### src/pkg/usr_pkg.sv
// Constants, types and register map of the synchronous slave receiver.
package usr_pkg;

  // ==========================================================================
  // Register byte offsets on the bus.
  localparam logic [7:0] OFS_RX_STATUS = 8'h00;
  localparam logic [7:0] OFS_TX_STATUS = 8'h04;
  localparam logic [7:0] OFS_RX_BUFFER = 8'h08;
  localparam logic [7:0] OFS_IRQ_STAT = 8'h0c;
  localparam logic [7:0] OFS_IRQ_MASK = 8'h10;

  // ==========================================================================
  // Field positions.
  localparam int RXS_PORT_EN = 7;
  localparam int RXS_NINTH_EN = 6;
  localparam int RXS_SINGLE_EN = 5;
  localparam int RXS_CONT_EN = 4;
  localparam int RXS_OERR = 1;
  localparam int RXS_NINTH_BIT = 0;
  localparam int TXS_CLK_SRC = 7;
  localparam int TXS_SYNC = 4;
  localparam int IRQ_RX = 0;

  // ==========================================================================
  // Word lengths, vector and pin reset level.
  localparam logic [3:0] LAST_BIT_8 = 4'h7;
  localparam logic [3:0] LAST_BIT_9 = 4'h8;
  localparam logic [15:0] IRQ_VECTOR = 16'h0020;
  localparam logic PIN_RST_LVL = 1'b0;

  // ==========================================================================
  // Types.
  typedef enum logic [1:0] {
    ST_IDLE = 2'b01,
    ST_SHIFT = 2'b10
  } usr_rx_st_e;

  typedef struct packed {
    usr_rx_st_e fsm;
    logic [3:0] bit_cnt;
    logic [8:0] shr;
    logic [8:0] rbuf;
    logic rflag;
    logic oerr;
    logic port_en;
    logic ninth_en;
    logic single_en;
    logic cont_en;
    logic clk_src;
    logic sync;
    logic istat;
    logic imask;
    logic ack;
    logic [31:0] dat;
    logic irq;
    logic wake;
    logic branch;
    logic [15:0] vec;
    logic pin_o;
    logic pin_oe;
  } usr_rx_s;

  typedef struct packed {
    logic s1;
    logic s2;
    logic s3;
    logic lvl;
    logic fall;
  } usr_sync_s;

endpackage

### src/pkg/usr_pin_if.sv
// Carrier for one synchronised pin: filtered level and falling-edge pulse.
`timescale 1ns/1ps
`default_nettype none
interface usr_pin_if;
  logic lvl;
  logic fall;
  modport src (output lvl, output fall);
  modport dst (input lvl, input fall);
endinterface
`default_nettype wire

### src/hw/usr_pin_sync.sv
// Three-stage pin synchroniser with agreement filter and edge detect.
`timescale 1ns/1ps
`default_nettype none
module usr_pin_sync (
  input wire logic mclk_i,
  input wire logic rst_b_i,
  input wire logic ce_i,
  input wire logic pin_i,
  usr_pin_if.src pin
);

  // ==========================================================================
  // State.
  localparam usr_pkg::usr_sync_s RST_S = '{lvl: usr_pkg::PIN_RST_LVL, s1: usr_pkg::PIN_RST_LVL,
    s2: usr_pkg::PIN_RST_LVL, s3: usr_pkg::PIN_RST_LVL, fall: 1'b0};
  usr_pkg::usr_sync_s q;
  usr_pkg::usr_sync_s n;

  // The first stage feeds only the second; the filter looks at stages two and three.
  always_comb begin
    n = q;
    n.s1 = pin_i;
    n.s2 = q.s1;
    n.s3 = q.s2;
    n.fall = 1'b0;
    if (q.s2 == q.s3) begin
      n.lvl = q.s3;
      n.fall = q.lvl & ~q.s3;
    end
  end

  always_ff @(posedge mclk_i or negedge rst_b_i) begin
    if (!rst_b_i) begin
      q <= RST_S;
    end else if (ce_i) begin
      q <= n;
    end
  end

  assign pin.lvl = q.lvl;
  assign pin.fall = q.fall;

endmodule
`default_nettype wire

### src/hw/usr_sync_rx.sv
// Synchronous slave receiver with classic Wishbone register slave.
`timescale 1ns/1ps
`default_nettype none
module usr_sync_rx (
  input wire logic mclk_i,
  input wire logic rst_b_i,
  input wire logic ce_i,
  input wire logic wb_cyc_i,
  input wire logic wb_stb_i,
  input wire logic wb_we_i,
  input wire logic [7:0] wb_adr_i,
  input wire logic [3:0] wb_sel_i,
  input wire logic [31:0] wb_dat_i,
  output logic [31:0] wb_dat_o,
  output logic wb_ack_o,
  input wire logic ck_i,
  output logic ck_o,
  output logic ck_oe_o,
  input wire logic rx_data_i,
  input wire logic core_halt_i,
  input wire logic global_irq_en_i,
  output logic irq_o,
  output logic wake_o,
  output logic branch_o,
  output logic [15:0] vector_o
);

  // ==========================================================================
  // Pin synchronisers.
  usr_pin_if ck_if ();
  usr_pin_if dat_if ();

  usr_pin_sync u_ck_sync (
    .mclk_i(mclk_i),
    .rst_b_i(rst_b_i),
    .ce_i(ce_i),
    .pin_i(ck_i),
    .pin(ck_if.src)
  );

  usr_pin_sync u_dat_sync (
    .mclk_i(mclk_i),
    .rst_b_i(rst_b_i),
    .ce_i(ce_i),
    .pin_i(rx_data_i),
    .pin(dat_if.src)
  );

  // ==========================================================================
  // State.
  localparam usr_pkg::usr_rx_s RST_S = '{fsm: usr_pkg::ST_IDLE, default: '0};
  usr_pkg::usr_rx_s q;
  usr_pkg::usr_rx_s n;

  logic req;
  logic rx_en;
  logic last_bit;
  logic word_done;
  logic [8:0] word_w;
  logic [31:0] rd_mux;

  always_comb begin
    rd_mux = 32'h0000_0000;
    unique case (wb_adr_i)
      usr_pkg::OFS_RX_STATUS: begin
        rd_mux[usr_pkg::RXS_PORT_EN] = q.port_en;
        rd_mux[usr_pkg::RXS_NINTH_EN] = q.ninth_en;
        rd_mux[usr_pkg::RXS_SINGLE_EN] = q.single_en;
        rd_mux[usr_pkg::RXS_CONT_EN] = q.cont_en;
        rd_mux[usr_pkg::RXS_OERR] = q.oerr;
        rd_mux[usr_pkg::RXS_NINTH_BIT] = q.ninth_en & q.rbuf[8];
      end
      usr_pkg::OFS_TX_STATUS: begin
        rd_mux[usr_pkg::TXS_CLK_SRC] = q.clk_src;
        rd_mux[usr_pkg::TXS_SYNC] = q.sync;
      end
      usr_pkg::OFS_RX_BUFFER: begin
        rd_mux[7:0] = q.rbuf[7:0];
      end
      usr_pkg::OFS_IRQ_STAT: begin
        rd_mux[usr_pkg::IRQ_RX] = q.istat;
      end
      usr_pkg::OFS_IRQ_MASK: begin
        rd_mux[usr_pkg::IRQ_RX] = q.imask;
      end
      default: begin
        rd_mux = 32'h0000_0000;
      end
    endcase
  end

  // The receiver has no clock of its own here, so it only listens when the master clocks.
  assign rx_en = q.sync & q.port_en & ~q.clk_src & q.cont_en;
  assign last_bit = q.bit_cnt == (q.ninth_en ? usr_pkg::LAST_BIT_9 : usr_pkg::LAST_BIT_8);
  assign word_done = rx_en & ck_if.fall & last_bit;
  assign word_w = {dat_if.lvl, q.shr[8:1]};
  assign req = wb_cyc_i & wb_stb_i;

  always_comb begin
    n = q;
    n.pin_o = 1'b0;
    n.pin_oe = 1'b0;
    // ========================================================================
    // Bus: answer one cycle after the request, side effects at the edge that sees ack.
    n.ack = 1'b0;
    if (req && !q.ack) begin
      n.ack = 1'b1;
      n.dat = rd_mux;
    end
    if (req && q.ack) begin
      if (wb_we_i && wb_sel_i[0]) begin
        unique case (wb_adr_i)
          usr_pkg::OFS_RX_STATUS: begin
            n.port_en = wb_dat_i[usr_pkg::RXS_PORT_EN];
            n.ninth_en = wb_dat_i[usr_pkg::RXS_NINTH_EN];
            n.single_en = wb_dat_i[usr_pkg::RXS_SINGLE_EN];
            n.cont_en = wb_dat_i[usr_pkg::RXS_CONT_EN];
            if (!wb_dat_i[usr_pkg::RXS_CONT_EN]) begin
              n.oerr = 1'b0;
            end
          end
          usr_pkg::OFS_TX_STATUS: begin
            n.clk_src = wb_dat_i[usr_pkg::TXS_CLK_SRC];
            n.sync = wb_dat_i[usr_pkg::TXS_SYNC];
          end
          usr_pkg::OFS_IRQ_MASK: begin
            n.imask = wb_dat_i[usr_pkg::IRQ_RX];
          end
          default: begin
            n.imask = q.imask;
          end
        endcase
      end else if (!wb_we_i) begin
        if (wb_adr_i == usr_pkg::OFS_RX_BUFFER) begin
          n.rflag = 1'b0;
        end
        if (wb_adr_i == usr_pkg::OFS_IRQ_STAT) begin
          n.istat = 1'b0;
        end
      end
    end
    // ========================================================================
    // Shifter: the core halt input does not reach this logic, so words still arrive while halted.
    if (!rx_en) begin
      n.fsm = usr_pkg::ST_IDLE;
      n.bit_cnt = 4'h0;
      n.shr = 9'h000;
    end else if (ck_if.fall) begin
      n.shr = word_w;
      if (last_bit) begin
        n.fsm = usr_pkg::ST_IDLE;
        n.bit_cnt = 4'h0;
        n.istat = 1'b1;
        // A word that finds the buffer full is dropped; the old word is kept for software.
        if (n.rflag) begin
          n.oerr = 1'b1;
        end else begin
          n.rbuf = q.ninth_en ? word_w : {1'b0, word_w[8:1]};
          n.rflag = 1'b1;
        end
      end else begin
        n.fsm = usr_pkg::ST_SHIFT;
        n.bit_cnt = q.bit_cnt + 4'h1;
      end
    end
    // ========================================================================
    // Interrupt, wake and vector.
    n.irq = n.istat & n.imask;
    n.wake = n.irq & core_halt_i;
    n.branch = n.irq & global_irq_en_i;
    n.vec = n.branch ? usr_pkg::IRQ_VECTOR : 16'h0000;
  end

  always_ff @(posedge mclk_i or negedge rst_b_i) begin
    if (!rst_b_i) begin
      q <= RST_S;
    end else if (ce_i) begin
      q <= n;
    end
  end

  assign wb_dat_o = q.dat;
  assign wb_ack_o = q.ack;
  assign ck_o = q.pin_o;
  assign ck_oe_o = q.pin_oe;
  assign irq_o = q.irq;
  assign wake_o = q.wake;
  assign branch_o = q.branch;
  assign vector_o = q.vec;
endmodule
`default_nettype wire

### config.mk
export PLATFORM = sky130hd
export DESIGN_NAME = usr_sync_rx
export DESIGN_NICKNAME = d
export VERILOG_FILES = /design/src/pkg/usr_pkg.sv /design/src/pkg/usr_pin_if.sv /design/src/hw/usr_pin_sync.sv /design/src/hw/usr_sync_rx.sv
export SDC_FILE = /design/constraint.sdc
export NUM_CORES = 1
export LEC_CHECK = 0
export ABC_AREA = 1
export BUFFER_PORTS_ARGS = -buffer_cell sky130_fd_sc_hd__buf_4
export CAP_MARGIN = 20
export CORE_MARGIN = 4
export CORE_UTILIZATION = 44
export CTS_CLUSTER_DIAMETER = 200
export DETAILED_ROUTE_END_ITERATION = 8
export GPL_TIMING_DRIVEN = 0
export PLACE_DENSITY = 0.76
export SLEW_MARGIN = 20
export SYNTH_ARGS = -nofsm -noshare
export SYNTH_HDL_FRONTEND = slang
export SYNTH_SLANG_ARGS = --single-unit
### constraint.sdc
create_clock -name mclk_i -period 1.33 [get_ports mclk_i]
set_input_delay 0.0665 -clock mclk_i [delete_from_list [all_inputs] [get_ports mclk_i]]
set_output_delay 0.0665 -clock mclk_i [all_outputs]
set_load 0.05 [all_outputs]
======== Yosys cells after proc, flatten, opt, wreduce, memory -nomap -nowiden ========
Cells that the tools add are included.
operators by class
  equal/unequal tests ..................... 8
  add/subtract/negate cells ............... 1
  bitwise operators ....................... 12
  reduce and logical (&&, ||, !) cells .... 12
  muxes and demuxes ....................... 34
operators with widths
  cell                                                                   number
  33-bit 2-to-1 mux                                                      1
  24-bit 2-to-1 mux                                                      1
  10-bit 2-to-1 mux                                                      2
  8-bit by 4-bit equality test with 1-bit output, second input constant  2
  1-bit 2-to-1 mux                                                       14
  13-bit 2-to-1 mux                                                      1
  11-bit 2-to-1 mux                                                      1
  1-bit AND                                                              9
  9-bit 2-to-1 mux                                                       1
  8-bit by 3-bit equality test with 1-bit output, second input constant  1
  8-bit by 5-bit equality test with 1-bit output, second input constant  1
  8-bit logical NOT                                                      1
  4-bit 2-to-1 mux                                                       2
  2-bit AND reduction                                                    4
  4-bit AND reduction                                                    2
  7-bit 2-to-1 mux                                                       1
  2-bit 2-to-1 mux                                                       3
  6-bit 2-to-1 mux                                                       1
  1-bit one-hot mux with 3 select lines                                  2
  5-bit 2-to-1 mux                                                       1
  5-bit AND reduction                                                    1
  4-bit by 1-bit adder with 4-bit output, second input constant          1
  4-bit equality test                                                    1
  1-bit one-hot mux with 4 select lines                                  1
  7 further kinds                                                        12
word-level totals
  output and inout port bits .............. 54
  bits in registers ....................... 69
  input port bits ......................... 54
  word-level logic and storage cells ...... 95

======== Logic depth before layout (Yosys ltp) ========
Gate-level depths: netlist of the first run.
  word-level depth ........................ 11
  gate-level depth with buffers ........... 9
  mapped depth without buffers ............ 9

======== By module ========
Synthesis of the first run repeated with hierarchy kept, for this count alone.
unflattened totals
  cells, all modules ...................... 378
  area total of the unflattened synthesis .. 3054.2 µm²
modules (own cells, without submodules)
  module        area each (µm²)  seq. area each (µm²)  cells an instance  times used
  usr_sync_rx   2631.3           1076.0                324                1
  usr_pin_sync  211.5            125.1                 27                 2

======== Worst setup path after synthesis of the first run ========
No wires, ideal clock.
  path kind ............................... register -> register
  from .................................... register q (netlist bit wb_ack_o)
  to ...................................... register q[62] (netlist name)
  clock period less this slack ............ 1616 ps
  cell stages (with the launch flop) ...... 6
  path buffers ............................ 0
  required time ........................... 1206 ps
  data arrival time ....................... 1492 ps
  setup slack ............................. -286 ps
  library setup time ...................... 124 ps
  cell sequence ........................... dfrtp_1 -> nand3_1 -> nor3_1 -> nand2_1 -> o21ai_1 -> o21ai_1
between the ends
  word-level cells in the longest chain between the ends .. 6
RTL lines
  what                    line                RTL
  start, declared         usr_sync_rx.sv:52   usr_pkg::usr_rx_s q;
  start signal, assigned  usr_sync_rx.sv:178  q <= n;
  1-bit logical AND *     usr_sync_rx.sv:110  if (req && q.ack) begin
  10-bit 2-to-1 mux *     usr_sync_rx.sv:110
  1-bit 2-to-1 mux        usr_sync_rx.sv:155  if (n.rflag) begin
  11-bit 2-to-1 mux       usr_sync_rx.sv:150  if (last_bit) begin
  24-bit 2-to-1 mux       usr_sync_rx.sv:148  end else if (ck_if.fall) begin
  2-bit 2-to-1 mux *      usr_sync_rx.sv:144  if (!rx_en) begin
Mark *: on every way between the ends. The rest lies on a longest branch, timed or not. The select of a mux whose other input is x is not followed.
A chain may end at the register's enable or synchronous reset.

======== Final worst setup path of the first run ========
  from .................................... register q[58] (netlist name)
  to ...................................... register q[75] (netlist name)
between the ends
  word-level cells in the longest chain between the ends .. 3
RTL lines
  what                                                       line               RTL
  1-bit AND *                                                usr_sync_rx.sv:93  assign rx_en = q.sync & q.port_en & ~q.clk_src & q.cont_en;
  2-bit by 1-bit != test with 1-bit output (no source line)  -
  2-bit AND reduction (no source line)                       -
Mark *: on every way between the ends. The rest lies on a longest branch, timed or not.

==> results.txt, run 1 <==
Netlist cell types -> 28
Worst Setup EP -> q[75]$_DFFE_PN0P_
Power Total -> 0.00340 W
# setup viols final -> 7
Stages on the worst setup path -> 7
Avg Cell Area, Syn -> 7.93 um2
Vias in the first global route -> 2,266
Ratio of cells with drive above 1 in the final layout -> 32.7%
Register area share after synthesis -> 45.6%
Routability cong. -> 0.822
DRT met1 WL -> 2610 um
Finished layout cell area -> 3830 um2
Largest net degree at the start of global routing -> 53
Fin Setup TNS -> -0.0745 ns
Max-cap violations -> 0
Via/cell ratio -> 4.62
H-tree levels -> 2
Sequential share of power -> 49.8%
CTS clock-pin slew for the worst setup and hold paths -> 0.09 ns
Starting Density -> 45.2%
Layout area overhead -> 34.3%
Crit path max-delay family -> flip-flops
Die Span Y -> 88.5 um
Failing checks -> setup timing
Vias -> 2,504
CTS root buffer -> clkbuf_8
DR iter-0 viols -> 110
FF+latch area -> 1300 um2
Post-synthesis cell count -> 360
Critical path startpoint -> q[58]$_DFFE_PN0P_
Worst Reg2Reg Path Length in Cells -> 7
Clock sink count -> 52
Cell mode on critical path -> nor2_4
Area taken by multi-input logic gates -> 1320 um2
Met2 wire len -> 3200 um
First drt pass iteration count -> 5
Worst Clk Skew -> 0.00699 ns
RSZ-0062 raised after global routing -> yes
Core region area -> 6310 um2
RR Endpoint -> q[75]$_DFFE_PN0P_
Psw -> 0.00109 W
Final worst path period share -> 102%
FFs w/ async S/R, synth -> 100%
Worst-Margin Slew -> 0.662 ns
Static Leakage -> 2.07 nW
Clock Latency Late Sink -> 0.31 ns
Yosys warnings -> 0
Buf/Inv on CP -> 3
Max Freq -> 739 MHz
Worst rel slew slack -> 55.9%
Worst-path cell chain -> inv_2 -> nor2_4 -> nand3_4 -> nor2_4 -> buf_4 -> inv_1 -> o22ai_1
Initial antenna violation count -> 0
Yosys reg bits -> 52
Met3 Wirelength -> 385 um
Post-Route WL -> 6270 um
Most used DFF post-synth -> dfrtp_1
Total internal power -> 0.00231 W
Startpoint Class -> flop
Post-route ant nets -> 0
Post-synth design cell area -> 2850 um2
Chip Width -> 88.5 um
FF-to-FF setup slack -> -0.02 ns
Hold crit path type -> in -> reg
Logic pwr share -> 22.8%
CP arrival -> 1.58 ns
Tot GR Track Use -> 15.8%
DP Area -> 3390 um2
Slowest cell on crit path -> dfrtp_1
Wire per inst -> 11.6 um
Largest stage delay, worst path -> 0.38 ns
Peak VDD IR -> 0.477 mV
Row Count -> 29
RR Startpoint -> q[58]$_DFFE_PN0P_
Worst Path Required -> 1.56 ns
Die Area -> 7840 um2
Final HPWL from detailed placement -> 4410 um
Grt total ovfl -> 0
# diodes -> 0
Final Hold Fails -> 0
Final Hold Slack -> 0.0293 ns
Final Slew Violations -> 0
Top sig layer -> met4
Clock Power Share -> 27.4%
First-pass GRT wire length -> 9850 um
# IOs -> 108
Switching share of total power -> 32.1%
CTS Buf Count -> 5
Setup ws final -> -0.0233 ns
CTS Buffer Depth -> 2
Status -> complete, but fails checks
Port buffer count -> 36
Tmin final -> 1.35 ns
Pwr dens -> 888 nW/um2
TritonCTS clock tree -> done
Hold path cells -> 3
# fillers -> 529
Crit Path Category -> reg -> reg
Worst Setup End Kind -> flop
DRC viols -> 0
Final net count -> 519
Crit-path max FO -> 8
Number of synthesized flops with an enable pin -> 0
==> through the flow <==
step,util (%),setup slack (ns),instances
after floorplan,-,0.000255,400
after global placement,53.6,-0.268,513
after detailed placement,53.6,-0.310,513
after CTS,58.0,0.000113,534
after global routing,60.7,-0.104,542
final,60.7,-0.0233,542
==> registers in the layout, summed over array words and instances (netlist names) <==
register            flops
u_ck_sync.pin.lvl       1
u_dat_sync.pin.lvl      1
wb_dat_o                8
u_ck_sync.q             1
irq_o                   1
wb_ack_o                1
u_dat_sync.q            1
vector_o                1
u_dat_sync.n            2
u_ck_sync.n             2
q                      31
u_ck_sync.pin.fall      1
wake_o                  1
==> cells in the mapped netlist, types with 2 or more instances <==
master,count,share of area [%]
nand3_1,28,4.9
o21ai_0,22,3.9
o22ai_1,7,1.5
nor2_1,21,2.8
a21oi_1,11,1.9
nor2_4,2,0.79
nand2_2,6,1.3
dfrtp_1,52,46
nand4_1,6,1.3
o21ai_1,3,0.53
inv_1,35,4.6
nand2_1,97,13
nor3_1,2,0.35
inv_2,3,0.39
buf_4,50,13
nor2_2,2,0.44
clkbuf_1,2,0.26
==> cells in the final DEF (no fill, tap or decap), types with 2 or more instances in the layout <==
| master | count |
|---|---|
| nand3_4 | 2 |
| nand3_1 | 25 |
| nand2_2 | 15 |
| o21ai_0 | 19 |
| dfrtp_2 | 2 |
| dlygate4sd3_1 | 7 |
| conb_1 | 41 |
| clkbuf_1 | 2 |
| nor2_2 | 2 |
| nand2_8 | 2 |
| inv_2 | 3 |
| clkinv_2 | 2 |
| dfrtp_1 | 50 |
| buf_6 | 2 |
| nand4_1 | 6 |
| inv_1 | 32 |
| nor2_4 | 4 |
| o22ai_2 | 3 |
| buf_4 | 96 |
| o22ai_1 | 4 |
| nor3_4 | 2 |
| a21oi_1 | 11 |
| nor2_1 | 19 |
| inv_4 | 2 |
| nand2_1 | 85 |
| nand2_4 | 2 |
| clkbuf_8 | 6 |
| o21ai_1 | 6 |
==> logic make-up (layout without fill, tap and decap cells) <==
group / Yosys count / after routing / share of synthesized area [%]
flip-flops: 52 / 52 / 45.6
AND/OR/NAND/NOR: 166 / 167 / 25.6
buffers and inverters: 93 / 157 / 19.1
AO/OA/AOI/OAI: 47 / 47 / 9.08
other: 1 / 41 / 0.131
adder cells (fa/ha/maj): 1 / 1 / 0.438
==> final cells by class <==
cell class / count / area share, %
Timing Repair inverter: 1 / 0.196
Clock buffer: 6 / 2.15
Timing Repair Buffer: 55 / 11.7
Sequential cell: 52 / 34.0
Inverter: 38 / 4.18
Clock inverter: 2 / 0.261
Multi-Input combinational cell: 256 / 34.5
Tap cell: 77 / 2.51
Buffer: 55 / 10.5
==> worst min path at each step <==
| stage | startpoint | to | slack (ns) |
|---|---|---|---|
| 6_report | wb_dat_i[4] | q[62]$_DFFE_PN0P_ | 0.03 |
| 5_1_grt | wb_dat_i[4] | q[62]$_DFFE_PN0P_ | 0.03 |
| 4_1_cts | wb_dat_i[4] | q[62]$_DFFE_PN0P_ | 0.01 |
| 3_5_place_dp | rst_b_i | u_ck_sync.n[3]$_DFFE_PN0P_ | 0.14 |
| 3_3_place_gp | rst_b_i | u_ck_sync.n[3]$_DFFE_PN0P_ | 0.13 |
| 2_1_floorplan | rst_b_i | irq_o$_DFFE_PN0P_ | -0.23 |
==> routing by layer <==
metal	GRT usage (%)	up-vias
li1	-	1278
met1	19.5	1156
met2	27.7	59
met3	3.54	11
met4	4.67	0
met5	0	-
==> worst reg2reg max path, stage by stage (launching register included) <==
cell and delay, ns:
dfrtp_1 0.38, inv_2 0.07, nor2_4 0.15, nand3_4 0.09, nor2_4 0.14, buf_4 0.13, inv_1 0.13, o22ai_1 0.19
==> power by group through the flow <==
| stage | sequential (W) | combinational (W) | clock (W) |
|---|---|---|---|
| 2_1_floorplan | 0.00172 | 0.000572 | 0 |
| 3_3_place_gp | 0.00172 | 0.000730 | 0 |
| 3_5_place_dp | 0.00172 | 0.000738 | 0 |
| 4_1_cts | 0.00169 | 0.000761 | 0.000955 |
| 5_1_grt | 0.00170 | 0.000830 | 0.00102 |
| 6_report | 0.00169 | 0.000775 | 0.000934 |
==> what timing repair did <==
item	in CTS	in global routing
gates cloned	2	0
setup buffers	4	8
pin swaps	7	9
gates resized for setup	17	26
hold endpoints to repair	58	0
setup endpoints to repair	32	37
hold buffers	7	0
Note: power is estimated with default switching activity, not from simulation.
==> run 2, diff against run 1 <==
--- a/config.mk
+++ b/config.mk
@@ -6,7 +6,7 @@
 export NUM_CORES = 1
 export LEC_CHECK = 0
 export ABC_AREA = 1
-export BUFFER_PORTS_ARGS = -buffer_cell sky130_fd_sc_hd__buf_4
+export BUFFER_PORTS_ARGS = -buffer_cell sky130_fd_sc_hd__buf_2
 export CAP_MARGIN = 20
 export CORE_MARGIN = 4
 export CORE_UTILIZATION = 44
==> results.txt, run 2 (synthesis gave the netlist of run 1 again) <==
Most frequent cells in the layout -> nand2_1 (90), buf_4 (56), dfrtp_1 (51)
CP arrival -> 1.55 ns (-0.03 ns)
Via/cell ratio -> 4.59 (-0.57%)
Peak VDD IR -> 0.502 mV (+5.4%)
Cells after DPL -> 514 (+0.19%)
CTS Buffer Depth -> 2 (unchanged)
Setup ws final -> -0.0183 ns (+0.00500 ns)
Ratio of cells with drive above 1 in the final layout -> 30.3% (-2.4 points)
H-tree levels -> 2 (unchanged)
Finished layout cell area -> 3720 um2 (-2.8%)
DP Area -> 3320 um2 (-2.1%)
Area taken by multi-input logic gates -> 1300 um2 (-1.4%)
Chip Width -> 88.5 um (unchanged)
Clock Latency Late Sink -> 0.31 ns (about the same)
Core region area -> 6310 um2 (unchanged)
Worst Clk Skew -> 0.0114 ns (+0.00441 ns)
Max-cap violations -> 0 (unchanged)
Row Count -> 29 (unchanged)
Max FFs per register -> 31 (unchanged)
Worst-path cell chain -> inv_2 -> nor2_4 -> nand3_4 -> nor2_4 -> nand2_4 -> inv_8 -> nand2_8 -> nand2_1 -> nand2_1
Grt total ovfl -> 0 (unchanged)
RSZ-0062 raised after global routing -> yes
Vias in the first global route -> 2,312 (+2.0%)
Final worst path period share -> 101% (-0.38 points)
First drt pass iteration count -> 4 (-1)
Largest stage delay, worst path -> 0.37 ns (about the same)
TritonCTS clock tree -> done
CTS root buffer -> clkbuf_8
Failing checks -> setup timing
# diodes -> 0 (unchanged)
# setup viols final -> 1 (-6)
Commonest non-fill, non-tap cell in the layout -> nand2_1
Die Area -> 7840 um2 (unchanged)
Layout area overhead -> 30.5%
Clock sink count -> 52 (unchanged)
Startpoint Class -> flop
Pre-CTS setup slack -> -0.291 ns (+0.0196 ns)
Tot GR Track Use -> 15.7% (-0.045 points)
Largest Register -> q
Static Leakage -> 2.04 nW (-1.4%)
First-pass GRT wire length -> 9790 um (-0.63%)
Final Slew Violations -> 0 (unchanged)
Starting Density -> 45.2% (unchanged)
Wire per inst -> 11.6 um (+0.46%)
DRC viols -> 0 (unchanged)
Worst Path Required -> 1.53 ns (-0.03 ns)
Crit Path Category -> reg -> reg
Pwr dens -> 961 nW/um2 (+8.3%)
# IOs -> 108 (unchanged)
Initial antenna violation count -> 0 (unchanged)
Port buffer count -> 36 (unchanged)
Vias -> 2,476 (-1.1%)
Final net count -> 516 (-0.58%)
Slowest cell on crit path -> dfrtp_1
Post-Layout Cell Count -> 539 (-0.55%)
Post-route ant nets -> 0 (unchanged)
# fillers -> 560 (+5.9%)
Post-Route WL -> 6260 um (about the same)
Max Freq -> 742 MHz (+0.37%)
Hold crit path type -> in -> reg
Final HPWL from detailed placement -> 4510 um (+2.5%)
Largest net degree at the start of global routing -> 34 (-36%)
FF+latch area -> 1300 um2 (about the same)
DR iter-0 viols -> 125 (+14%)
Crit-path max FO -> 6 (-2)
Routability cong. -> 0.835 (+1.6%)
Tmin final -> 1.35 ns (-0.00500 ns)
FF-to-FF setup slack -> -0.02 ns (about the same)
Layout Utilization -> 59.0% (-1.7 points)
CTS clock-pin slew for the worst setup and hold paths -> 0.10 ns (about the same)
Worst Setup End Kind -> flop
Die Span Y -> 88.5 um (unchanged)
Status -> complete, but fails checks
CTS Buf Count -> 5 (unchanged)
Final Hold Fails -> 0 (unchanged)
run 2: final timing paths:
path / start / end / cells after the start
max: q[58]$_DFFE_PN0P_ / q[72]$_DFFE_PN0P_ / 9
min: wb_dat_i[7] / q[61]$_DFFE_PN0P_ / 3
max reg2reg: q[58]$_DFFE_PN0P_ / q[72]$_DFFE_PN0P_ / 9
min reg2reg: u_ck_sync.n[3]$_DFFE_PN0P_ / u_ck_sync.n[3]$_DFFE_PN0P_ / 2
max in group asynchronous: rst_b_i / wb_ack_o$_DFFE_PN0P_ / 3
min in group asynchronous: rst_b_i / u_ck_sync.n[3]$_DFFE_PN0P_ / 2
run 2: final cells by class:
type,instances,area share (%)
Buffer,55,10.8
Clock buffer,6,2.22
Clock inverter,2,1.04
Inverter,38,4.10
Multi-Input combinational cell,256,35.0
Sequential cell,52,35.0
Tap cell,77,2.59
Timing Repair Buffer,52,9.07
Timing Repair inverter,1,0.202
run 2: stage by stage:
step           TNS [ns]  hold WS [ns]  power, W
2_1_floorplan         0        -0.229   0.00229
3_3_place_gp      -2.83         0.271   0.00241
3_5_place_dp      -3.29        0.0426   0.00244
4_1_cts        -0.00386       0.00752   0.00359
5_1_grt           -1.29        0.0469   0.00372
6_report        -0.0183        0.0366   0.00358
run 2: layer usage:
metal	vias up	global-route usage, %	routed length (um)
li1	1269	-	-
met1	1148	18.1	2520
met2	53	29.6	3310
met3	6	3.17	365
met4	0	4.12	63
met5	-	0	0
run 2: critical path, delay by kind of cell, from the launching register on:
family	cells	cell delay (ns)
AND/OR/NAND/NOR	7	0.70
flip-flops	1	0.37
buffers and inverters	2	0.18
run 2: timing repair:
action,CTS,global route
buffers inserted,3,5
hold buffers,6,1
endpoints found under the setup margin,32,33
resized for setup,8,26
gates cloned,1,1
hold endpoints to repair,24,1
pin swaps,4,6
run 2: where the power goes:
group	internal, W	leakage (nW)	switching (W)
Clock	0.000616	0.0614	0.000521
Sequential	0.00164	0.700	0.0000511
Combinational	0.000223	1.28	0.000525
==> run 3, diff against run 2 <==
--- a/config.mk
+++ b/config.mk
@@ -9,11 +9,11 @@
 export BUFFER_PORTS_ARGS = -buffer_cell sky130_fd_sc_hd__buf_2
 export CAP_MARGIN = 20
 export CORE_MARGIN = 4
-export CORE_UTILIZATION = 44
+export CORE_UTILIZATION = 49
 export CTS_CLUSTER_DIAMETER = 200
 export DETAILED_ROUTE_END_ITERATION = 8
 export GPL_TIMING_DRIVEN = 0
-export PLACE_DENSITY = 0.76
+export PLACE_DENSITY = 0.8
 export SLEW_MARGIN = 20
 export SYNTH_ARGS = -nofsm -noshare
 export SYNTH_HDL_FRONTEND = slang
==> constraint.sdc (replaced) <==
create_clock -name mclk_i -period 1.3 [get_ports mclk_i]
set_input_delay 0.065 -clock mclk_i [delete_from_list [all_inputs] [get_ports mclk_i]]
set_output_delay 0.065 -clock mclk_i [all_outputs]
set_load 0.05 [all_outputs]
==> results.txt, run 3 (synthesis gave the netlist of run 1 again) <==
Cell mode on critical path -> nand2_1
Post-route ant nets -> 0 (unchanged)
Worst-path cell chain -> nand2_1 -> inv_2 -> nand3_4 -> nor2_4 -> buf_4 -> nand2_4 -> inv_8 -> nand2_4 -> nand2_1 -> nand2_1
First-pass GRT wire length -> 10,700 um (+9.5%)
Setup ws final -> -0.158 ns (-0.140 ns)
Fin Setup TNS -> -3.12 ns (-3.10 ns)
DR iter-0 viols -> 176 (+41%)
Tmin final -> 1.46 ns (+0.110 ns)
Tot GR Track Use -> 18.2% (+2.5 points)
Commonest non-fill, non-tap cell in the layout -> nand2_1
Starting Density -> 51.2% (+6.0 points)
Power Total -> 0.00352 W (-1.6%)
Final Hold Fails -> 0 (unchanged)
First drt pass iteration count -> 4 (unchanged)
Grt total ovfl -> 0 (unchanged)
Buf/Inv on CP -> 3 (+1)
Crit path max-delay family -> simple AND/OR/NAND/NOR gates
Final net count -> 521 (+0.97%)
CP arrival -> 1.67 ns (+0.12 ns)
Worst rel slew slack -> 56.1%
H-tree levels -> 2 (unchanged)
Row Count -> 27 (-6.9%)
Max-cap violations -> 0 (unchanged)
Via/cell ratio -> 4.68 (+1.8%)
Status -> complete, but fails checks
CTS Buffer Depth -> 2 (unchanged)
Port buffer count -> 36 (unchanged)
Die Span Y -> 84.3 um (-4.8%)
Largest net degree at the start of global routing -> 53 (+56%)
Layout area overhead -> 31.0%
TritonCTS clock tree -> done
Largest stage delay, worst path -> 0.38 ns (about the same)
Ratio of cells with drive above 1 in the final layout -> 32.5% (+2.2 points)
Failing checks -> setup timing
Max Freq -> 686 MHz (-7.5%)
Static Leakage -> 2.04 nW (+0.25%)
CTS root buffer -> clkbuf_8
CTS Buf Count -> 5 (unchanged)
Worst-Margin Slew -> 0.658 ns
Startpoint Class -> flop
Vias in the first global route -> 2,360 (+2.1%)
DRC viols -> 0 (unchanged)
Peak VDD IR -> 0.592 mV (+18%)
CTS clock-pin slew for the worst setup and hold paths -> 0.11 ns (about the same)
Post-Route WL -> 6550 um (+4.5%)
Initial antenna violation count -> 0 (unchanged)
Worst Setup End Kind -> flop
Pwr dens -> 942 nW/um2 (-2.0%)
Final HPWL from detailed placement -> 4400 um (-2.6%)
Crit-path max FO -> 6 (unchanged)
Chip Width -> 84.3 um (-4.8%)
Largest Register -> q
Clock sink count -> 52 (unchanged)
Routability cong. -> 0.872 (+4.3%)
# setup viols final -> 27 (+26)
Die Area -> 7110 um2 (-9.3%)
Crit Path Category -> reg -> reg
Core region area -> 5570 um2 (-12%)
Final worst path period share -> 112% (+11 points)
Max FFs per register -> 31 (unchanged)
Slowest cell on crit path -> dfrtp_1
Hold crit path type -> in -> reg
RSZ-0062 raised after global routing -> yes
Worst Clk Skew -> 0.0166 ns (+0.00518 ns)
Most frequent cells in the layout -> nand2_1 (92), buf_4 (65), dfrtp_1 (51)
Wire per inst -> 12.1 um (+4.5%)
Final Slew Violations -> 0 (unchanged)
Clock Latency Late Sink -> 0.32 ns (about the same)
# IOs -> 108 (unchanged)
Final Hold Slack -> 0.0132 ns (-0.0234 ns)
Worst Path Required -> 1.51 ns (-0.02 ns)
# diodes -> 0 (unchanged)
Vias -> 2,521 (+1.8%)
## run 3: tightest hold or removal path: stages
cell	delay [ns]
buf_2	0.10
inv_1	0.07
o21ai_1	0.07
## run 3: metal layers
metal | vias to the layer above | GRT usage, % | part of all wire, % | wire, um
met5 | - | 0 | 0 | 0
met4 | 0 | 4.68 | 1.3 | 84
met1 | 1155 | 22.4 | 40 | 2600
met2 | 82 | 32.6 | 52 | 3420
met3 | 11 | 3.63 | 6.7 | 438
li1 | 1273 | - | - | -
## run 3: layout make-up
type | instances | area (um2)
multi-input cells | 256 | 1320
clock buffers | 6 | 82.6
repair buffers | 57 | 359
repair inverters | 1 | 7.51
inverters | 38 | 161
well taps | 72 | 90.1
flip-flops and latches | 52 | 1300
fillers | 451 | 1840
clock inverters | 2 | 15.0
plain buffers | 55 | 403
## run 3: through the flow
stage          area (um2)  util, %  cells  setup slack (ns)
2_1_floorplan        3040        -    400           0.00306
3_3_place_gp         3310     59.4    508            -0.245
3_5_place_dp         3310     59.4    508            -0.252
4_1_cts              3610     64.8    531          -0.00888
5_1_grt              3740     67.1    539            -0.258
6_report             3740     67.1    539            -0.158
## run 3: path summary, 6_finish.rpt
kind | start | to | slack (ns) | cells after the start
setup / recovery | q[56]$_DFFE_PN0P_ | q[66]$_DFFE_PN0P_ | -0.16 | 10
hold / removal | wb_dat_i[7] | q[57]$_DFFE_PN0P_ | 0.01 | 3
setup reg to reg | q[56]$_DFFE_PN0P_ | q[66]$_DFFE_PN0P_ | -0.16 | 10
hold reg to reg | q[59]$_DFFE_PN0P_ | q[59]$_DFFE_PN0P_ | 0.48 | 2
max in group asynchronous | rst_b_i | wb_ack_o$_DFFE_PN0P_ | 0.53 | 2
min in group asynchronous | rst_b_i | u_ck_sync.pin.lvl$_DFFE_PN0P_ | 0.30 | 2
## run 3: repair_timing
| item | in CTS | in global routing |
|---|---|---|
| hold buffers | 6 | 0 |
| gates cloned | 2 | 0 |
| pin swaps | 5 | 6 |
| endpoints found under the hold margin | 57 | 0 |
| resized for setup | 17 | 19 |
| setup endpoints to repair | 33 | 32 |
| setup buffers | 7 | 8 |
## run 3: report_power, final
| group | internal, W | switching, W | leakage [nW] |
|---|---|---|---|
| clock network | 0.000433 | 0.000578 | 0.0434 |
| registers | 0.00168 | 0.0000573 | 0.700 |
| logic | 0.000230 | 0.000543 | 1.30 |
